<file path="src/include/ssr_defs.vh">
// Purpose: constants for the shift-and-store bus register
// Assumes: included by rtl files only
// Notes: definitions only
`ifndef SSR_DEFS_VH
`define SSR_DEFS_VH
`define SSR_STAGES 8
`define SSR_SYNC_ZERO 2'h0
`define SSR_STAGE_ZERO 8'h00
`define SSR_CASCADE_TAP 7
`define SSR_PIN_COUNT 4
`define SSR_PIN_LINKCLK 0
`define SSR_PIN_SERIAL 1
`define SSR_PIN_STROBE 2
`define SSR_PIN_ENABLE 3
`endif

</file>
<file path="src/rtl/ssr_sync.v">
// Purpose: two-flop synchroniser for pin inputs
// Assumes: one clock, synchronous active-high reset
// Notes: first flop feeds only the second
`timescale 1ns/100ps
module ssr_sync #(
   parameter WIDTH = 1
) (
   // Clock and reset
   input wire clk_sys,
   input wire rst,
   // Asynchronous input and its synchronised copy
   input wire [WIDTH-1:0] asyncIn,
   output reg [WIDTH-1:0] syncOut
);
   reg [WIDTH-1:0] meta_r;

   always @(posedge clk_sys) begin
      if (rst) begin
         meta_r <= {WIDTH{1'b0}};
         syncOut <= {WIDTH{1'b0}};
      end else begin
         meta_r <= asyncIn;
         syncOut <= meta_r;
      end
   end
endmodule

</file>
<file path="src/rtl/ssr_shift_store.v">
// Purpose: 8-stage serial shift register with storage latches and tri-state outputs
// Assumes: link clock, data, strobe, enable are pins sampled by clk_sys (10 MHz)
// Notes: link clock edges are found after two-flop synchronisation
// Notes on behaviour
// - Eight stages, eight latches, eight bus outputs
// - Rising link edge shifts data in
// - Strobe high: latches follow; low: hold
// - Enable high drives outputs, low floats them
// - Rising edge: stage seven to eight and cascade
// - Second cascade output updates on falling edge
// - Cascade outputs feed next device data input
`timescale 1ns/100ps
`include "ssr_defs.vh"
module ssr_shift_store #(
   parameter STAGES = `SSR_STAGES
) (
   // Clock and reset
   input wire clk_sys,
   input wire rst,
   // Host side pins
   input wire linkClk,
   input wire serialIn,
   input wire strobe,
   input wire outEnable,
   // Parallel bus outputs
   output reg [STAGES-1:0] parOut,
   output wire [STAGES-1:0] parOutEn,
   // Cascade outputs
   output reg serial_cascade_out,
   output reg serialCascadeLate
);
   // Reset values and the cascade tap position
   localparam [STAGES-1:0] STAGE_RESET = {STAGES{1'b0}};
   localparam BIT_RESET = 1'b0;
   localparam TAP_IDX = `SSR_CASCADE_TAP - 1;
   // The pins have no reset of their own; rst only gives a known start,
   // so a host must clock in a full word before trusting the bus.
   // Every pin lags by the same sync delay, which keeps data and clock aligned

   // Synchronised pin copies
   wire [`SSR_PIN_COUNT-1:0] pinSync;
   wire linkClkSync;
   wire serialInSync;
   wire strobeSync;
   wire outEnableSync;

   // Link clock edge detection
   reg linkClkPrev_r;
   wire riseEdge;
   wire fallEdge;

   // Per-stage values gathered into vectors
   wire [STAGES-1:0] stageQ;
   wire [STAGES-1:0] latchNxt;

   // Output side next values
   reg [STAGES-1:0] parOut_nxt;
   reg cascade_nxt;
   reg cascadeLate_nxt;
   reg enable_r;
   reg enable_nxt;

   genvar gi;

   // Every pin crosses into clk_sys through two flops; the pins share one lag
   ssr_sync #(.WIDTH(`SSR_PIN_COUNT)) uSync (
      .clk_sys(clk_sys),
      .rst(rst),
      .asyncIn({outEnable, strobe, serialIn, linkClk}),
      .syncOut(pinSync)
   );

   assign linkClkSync = pinSync[`SSR_PIN_LINKCLK];
   assign serialInSync = pinSync[`SSR_PIN_SERIAL];
   assign strobeSync = pinSync[`SSR_PIN_STROBE];
   assign outEnableSync = pinSync[`SSR_PIN_ENABLE];

   // Previous level resets to the idle low of the pin, so no false edge follows reset
   always @(posedge clk_sys) begin
      if (rst) begin
         linkClkPrev_r <= BIT_RESET;
      end else begin
         linkClkPrev_r <= linkClkSync;
      end
   end

   // Pulses shorter than one clk_sys period may be missed
   assign riseEdge = linkClkSync & ~linkClkPrev_r;
   assign fallEdge = ~linkClkSync & linkClkPrev_r;

   // One shift flop and one storage flop per stage; stage 0 takes the serial pin
   generate
      for (gi = 0; gi < STAGES; gi = gi + 1) begin : gStage
         reg stageBit_r;
         reg stageBit_nxt;
         reg latchBit_r;
         reg latchBit_nxt;
         wire stageFeed;

         if (gi == 0) begin : gHead
            assign stageFeed = serialInSync;
         end else begin : gBody
            assign stageFeed = stageQ[gi-1];
         end

         always @* begin
            case (riseEdge)
               1'b1: begin
                  stageBit_nxt = stageFeed;
               end
               default: begin
                  stageBit_nxt = stageBit_r;
               end
            endcase
         end

         always @(posedge clk_sys) begin
            if (rst) begin
               stageBit_r <= BIT_RESET;
            end else begin
               stageBit_r <= stageBit_nxt;
            end
         end

         // The latch follows the post-shift value, so a held strobe
         // shows a new bit in the same cycle as the stage takes it
         always @* begin
            case (strobeSync)
               1'b1: begin
                  latchBit_nxt = stageBit_nxt;
               end
               default: begin
                  latchBit_nxt = latchBit_r;
               end
            endcase
         end

         always @(posedge clk_sys) begin
            if (rst) begin
               latchBit_r <= BIT_RESET;
            end else begin
               latchBit_r <= latchBit_nxt;
            end
         end

         assign stageQ[gi] = stageBit_r;
         assign latchNxt[gi] = latchBit_nxt;
      end
   endgenerate

   // Cascade taps the seventh stage before the shift, which is the new eighth stage
   always @* begin
      case (riseEdge)
         1'b1: begin
            cascade_nxt = stageQ[TAP_IDX];
         end
         default: begin
            cascade_nxt = serial_cascade_out;
         end
      endcase
   end

   // Neither strobe nor enable gates the cascade path
   always @(posedge clk_sys) begin
      if (rst) begin
         serial_cascade_out <= BIT_RESET;
      end else begin
         serial_cascade_out <= cascade_nxt;
      end
   end

   // Late copy gives slow-edge neighbours half a link period of hold time
   always @* begin
      case (fallEdge)
         1'b1: begin
            cascadeLate_nxt = serial_cascade_out;
         end
         default: begin
            cascadeLate_nxt = serialCascadeLate;
         end
      endcase
   end

   always @(posedge clk_sys) begin
      if (rst) begin
         serialCascadeLate <= BIT_RESET;
      end else begin
         serialCascadeLate <= cascadeLate_nxt;
      end
   end

   // Parallel data come from a flop fed by the latches' next value
   always @* begin
      parOut_nxt = latchNxt;
   end

   always @(posedge clk_sys) begin
      if (rst) begin
         parOut <= STAGE_RESET;
      end else begin
         parOut <= parOut_nxt;
      end
   end

   // Enable is registered so the bus turns on and off on a clock edge
   always @* begin
      enable_nxt = outEnableSync;
   end

   always @(posedge clk_sys) begin
      if (rst) begin
         enable_r <= BIT_RESET;
      end else begin
         enable_r <= enable_nxt;
      end
   end

   // Enable drives every bit; low leaves the bus floating
   assign parOutEn = {STAGES{enable_r}};
endmodule

</file>
<file path="config.mk">
export PLATFORM = sky130hd
export DESIGN_NAME = ssr_shift_store
export DESIGN_NICKNAME = d
export VERILOG_FILES = /design/src/rtl/ssr_sync.v /design/src/rtl/ssr_shift_store.v
export VERILOG_INCLUDE_DIRS = /design/src /design/src/include
export SDC_FILE = /design/constraint.sdc
export NUM_CORES = 1
export LEC_CHECK = 0
export BUFFER_PORTS_ARGS = -buffer_cell sky130_fd_sc_hd__buf_2
export CAP_MARGIN = 15
export CORE_MARGIN = 4
export CORE_UTILIZATION = 51
export CTS_BUF_LIST = sky130_fd_sc_hd__clkbuf_8 sky130_fd_sc_hd__clkbuf_16
export CTS_CLUSTER_SIZE = 10
export DETAILED_ROUTE_END_ITERATION = 16
export PLACE_DENSITY = 0.76
export SETUP_SLACK_MARGIN = 0.02
export SLEW_MARGIN = 25
export SYNTH_ARGS = -nofsm -noshare
export SYNTH_HDL_FRONTEND = slang
export SYNTH_SLANG_ARGS = --single-unit
</file>
<file path="constraint.sdc">
create_clock -name clk_sys -period 1.4 [get_ports clk_sys]
set_input_delay 0.35 -clock clk_sys [delete_from_list [all_inputs] [get_ports clk_sys]]
set_output_delay 0.35 -clock clk_sys [all_outputs]
set_load 0.01 [all_outputs]
</file>
# Word level (Yosys, flattened, before mapping)

Cells that the tools add are included.

Logic and storage cells: 43
Input port bits: 6
Register bits after elaboration: 36
Memory bits (read-only): 0
Memories: 0
Latch bits: 0
RAM bits: 0
Output and inout bits: 18

Multiply operators: 0
$lt $le $gt $ge: 0
Shift operators: 0
$add $sub $neg: 0
Div/mod/pow operators: 0
Bitwise logic cells: 4
Equal/unequal tests: 0
Multiplexer cells: 16
Reduce and logical (&&, ||, !) cells: 0

Operators by type and width:

| cell          | number |
|---|---|
| $mux W1       | 16 |
| $and A1 B1 Y1 | 2 |
| $not A1 Y1    | 2 |

# Longest topological paths before layout

Depth after elaboration: 4
Mapped depth: 4
Depth with buffers taken out: 3

# Hierarchy

Synthesis repeated with hierarchy kept, for this count alone.

Cells, all modules: 97
Area total of the unflattened synthesis: 1031.0 um2

Modules (own cells, without submodules):

| module          | area each (um2) | cells an instance | sequential area each (um2) | times used |
|---|---|---|---|---|
| ssr_shift_store | 820.8           | 81                | 400.4                      | 1 |
| ssr_sync        | 210.2           | 16                | 160.2                      | 1 |

# Least setup slack after synthesis

No wires, ideal clock.

Path kind: flip-flop to flip-flop
From: reg uSync.syncOut[0]
To: reg gStage[7].latchBit_r
Path slack: 0.383 ns
Period minus slack after synthesis: 1.017 ns
Cell stages (with the launch flop): 5
Arrival: 0.883 ns
Data required time: 1.266 ns
Library setup time: 0.134 ns
Buffers on the path: 1
Path through: dfxtp_1 -> nor2b_4 -> buf_12 -> mux2i_1 -> a211oi_1

Word-level cells in the longest chain between the ends: 3

RTL lines:

| what                     | line                  | source |
|---|---|---|
| start: declaration       | ssr_sync.v:13         | `output reg [WIDTH-1:0] syncOut` |
| start signal: assignment | ssr_sync.v:20         | `syncOut <= {WIDTH{1'b0}};` |
| start signal: assignment | ssr_sync.v:23         | `syncOut <= meta_r;` |
| $and A1 B1 Y1            | ssr_shift_store.v:88  | `assign riseEdge = linkClkSync & ~linkClkPrev_r;` |
| $mux W1                  | ssr_shift_store.v:107 | `case (riseEdge)` |
| $mux W1                  | ssr_shift_store.v:128 | `case (strobeSync)` |
| end signal: assignment   | ssr_shift_store.v:142 | `latchBit_r <= latchBit_nxt;` |
| end: declaration         | ssr_shift_store.v:96  | `reg latchBit_r;` |

Every way passes these cells.
A chain may end at the register's enable or synchronous reset.

# Final worst setup path

From: reg uSync.syncOut[0]
To: reg parOut[2]

Word-level cells in the longest chain between the ends: 3

RTL lines:

| what                   | line                  | source |
|---|---|---|
| $and A1 B1 Y1          | ssr_shift_store.v:88  |  |
| $mux W1                | ssr_shift_store.v:107 |  |
| $mux W1                | ssr_shift_store.v:128 |  |
| end signal: assignment | ssr_shift_store.v:201 | `parOut <= parOut_nxt;` |
| end: declaration       | ssr_shift_store.v:26  | `output reg [STAGES-1:0] parOut,` |

Every way passes these cells.

==> results.json <==
{
  "run_status": "completed",
  "antenna_left": 0,
  "antenna_violations_before_repair": 0,
  "die_width_um": 53.1,
  "final_hold_viol_count": 0,
  "netlist_top_cells_area": "sky130_fd_sc_hd__dfxtp_1 (54%), sky130_fd_sc_hd__buf_4 (12%), sky130_fd_sc_hd__mux2i_1 (9.7%), sky130_fd_sc_hd__nor2_1 (6.5%), sky130_fd_sc_hd__a211oi_1 (5.8%)",
  "ctsHoldBuffers": 0,
  "irDropWorstVdd_mv": 0.541,
  "dpl_cell_area_um2": 1020,
  "yosys.area_share.adder": 0,
  "power_frac_seq": 0.602,
  "clk-insertion-delay-late_ns": 0.26,
  "setup.reg_to_reg.worst_slack_ns": 0.19,
  "timing.hold.worst.class": "input pin to register",
  "layout-drive-gt1-share": 0.282,
  "p_switching_mw": 0.276,
  "wl_per_cell_um": 10.1,
  "synth_simple_gate_area_frac": 0.149,
  "min_to": "uSync.meta_r[0]",
  "share_comb_of_total_power": 0.056,
  "clock_tree_root_buffer_cell": "sky130_fd_sc_hd__clkbuf_8",
  "cellLeakagePower_nw": 0.459,
  "via_per_inst": 4.60,
  "ioPinCount": 24,
  "ff_latch_area_um2": 561,
  "crit_path_max_incr_delay_ns": 0.34,
  "worstPathCellList": "nor2b_4 > mux2i_1 > a211oi_1",
  "placeableCoreArea_um2": 1940,
  "post-place-cells": 126,
  "netlist.top_cell.by_area": "sky130_fd_sc_hd__dfxtp_1",
  "post_route_standard_cell_area_excluding_fillers_um2": 1080,
  "synth-xor-area-share": 0,
  "commonest_non_fill_non_tap_cells_in_the_layout": "sky130_fd_sc_hd__dfxtp_1 (28), sky130_fd_sc_hd__buf_2 (23), sky130_fd_sc_hd__nor2_1 (18)",
  "synth_top_cell_area_share": 0.541,
  "cts_setup_buffers": 0,
  "rows": 16,
  "final_critical_path_required_period_ns": 1.21,
  "vias": 598,
  "synth-warning-count": 0,
  "p_int_mw": 1.11,
  "ys_ff_latch": 28,
  "numPortBuffers": 23,
  "cp_max_fo": 9,
  "power-per-cell-area_nw_per_um2": 1280,
  "endpoint_kind": "register",
  "timing.setup.critical_path_class": "register to register",
  "max-clock-path-buffers": 2,
  "firstDrtPassIters": 4,
  "clock_power_share": 0.342,
  "place.gp.congestion": 0.719,
  "floorplan.die.height_um": 53.1,
  "net_count_reported_at_finish": 110,
  "syn_to_final_growth_pct": 4.11,
  "min_from": "linkClk",
  "h-tree-depth": 1,
  "synthesis.area_um2": 1040,
  "clock_tree_from_tritoncts": "yes",
  "finalCritPeriodShare": 0.867,
  "grt_start_max_net_pins": 29,
  "design.die.area_um2": 2820,
  "timing_max_transition_violations_final": 0,
  "drt_iter0_markers": 5,
  "initial_core_util": 0.534,
  "drv_cap": 0,
  "postSynthCellCount": 98,
  "timing.max_slew.rel_slack": 0.671,
  "cp.required_ns": 1.53,
  "post_synth_mux_area_share": 0.0966,
  "critical_path_source_type": "register",
  "setup_viol": 0,
  "synth.net_count": 104,
  "postRouteWirelength_mm": 1.31,
  "layout.filler_cells": 185,
  "hold-path-cell-count": 2,
  "cp-startpoint": "uSync.syncOut[0]",
  "total_power_of_the_final_layout_mw": 1.38,
  "worst_ep_arrival_time_ns": 1.35,
  "fin_tns_setup_ns": 0,
  "detail_route.drc_violations": 0,
  "r2r_end": "parOut[2]",
  "antennaDiodeCount": 0,
  "clk_pin_slew_worst_paths_ns": 0.09,
  "cts_buffers": 3,
  "cpMaxStageDelayCell": "sky130_fd_sc_hd__dfxtp_1",
  "main_combinational_cell_family_by_area_after_synthesis": "buffers and inverters",
  "worst_pin_slew_ns": 0.493,
  "cts_sinks": 28,
  "cp_num_buf_inv": 0,
  "first_global_vias": 511,
  "synth_cell_types": 13,
  "synth_compound_gate_area_share": 0.0580,
  "timing.clock.skew_ns": 0.00147,
  "combined_area_of_the_multi_input_logic_cells_um2": 314,
  "synth-seq-area-share": 0.541,
  "grt_usage": 0.103,
  "fmax_ghz": 0.824,
  "global_route_wire_length_before_repair_mm": 2.11,
  "layoutNonFillerInstCount": 130,
  "final_common_cell": "sky130_fd_sc_hd__dfxtp_1",
  "grt_setup_unrepaired": "no",
  "worstRegToRegCells": 3,
  "cts_resized": 0,
  "power_switching_share": 0.199,
  "grt.overflow.total": 0,
  "syn_area_per_cell_um2": 10.6,
  "r2r-start": "uSync.syncOut[0]",
  "critical_path.top_delay_family": "flip-flops"
}
[synthesized netlist by cell type (all sizes together)]
library cell,count
mux2i,10
nor2,18
dfxtp,28
buf,21
a211oi,8
nor2b,11
clkbuf,1
and2b,1
[logic make-up after synthesis]
logic type      Yosys count
simple gates             30
flops                    28
buf+inv                  22
mux                      10
compound gates            8
[state kept, by name (all words and copies together), names as in the netlist]
name / cells
gStage.stageBit_r: 8
parOut: 7
uSync.meta_r: 4
uSync.syncOut: 4
enable_r: 1
gStage.latchBit_r: 1
linkClkPrev_r: 1
serialCascadeLate: 1
serial_cascade_out: 1
[power groups by stage]
stage	logic [mW]	clock network [mW]	registers, mW
after global placement	0.0775	0	0.851
after global routing	0.0858	0.521	0.836
final	0.0770	0.473	0.833
after floorplan	0.0853	0	0.846
after detailed placement	0.0791	0	0.852
after CTS	0.0787	0.494	0.833
[metal layers]
metal / up-vias / GRT usage / routed length [µm]
met5: - / 0 / 0
met4: 0 / 0.0766 / 10
met3: 2 / 0.0169 / 102
met2: 18 / 0.145 / 570
met1: 267 / 0.139 / 625
li1: 311 / - / -
[cell type report]
type / count / share of cell area
Multi-Input combinational cell: 48 / 0.291
Tap cell: 27 / 0.0313
Sequential cell: 28 / 0.520
Clock buffer: 4 / 0.0510
Timing Repair Buffer: 23 / 0.107
[metrics by stage]
step	hold slack [ns]	util	setup slack [ns]
final	0.290	0.555	0.186
after global routing	0.285	0.555	0.0776
after CTS	0.283	0.555	0.166
after detailed placement	0.420	0.527	0.184
after global placement	0.417	0.527	0.233
after floorplan	0.414	-	0.383
[worst max-delay path by stage]
stage | to | slack [ns] | cells past startpoint
global placement | parOut[5] | 0.23 | 3
detailed placement | parOut[2] | 0.18 | 3
finish | parOut[2] | 0.19 | 3
CTS | parOut[2] | 0.17 | 3
global route | parOut[2] | 0.08 | 3
floorplan | gStage[7].latchBit_r | 0.38 | 4
Power figures use the tool's default switching activity.
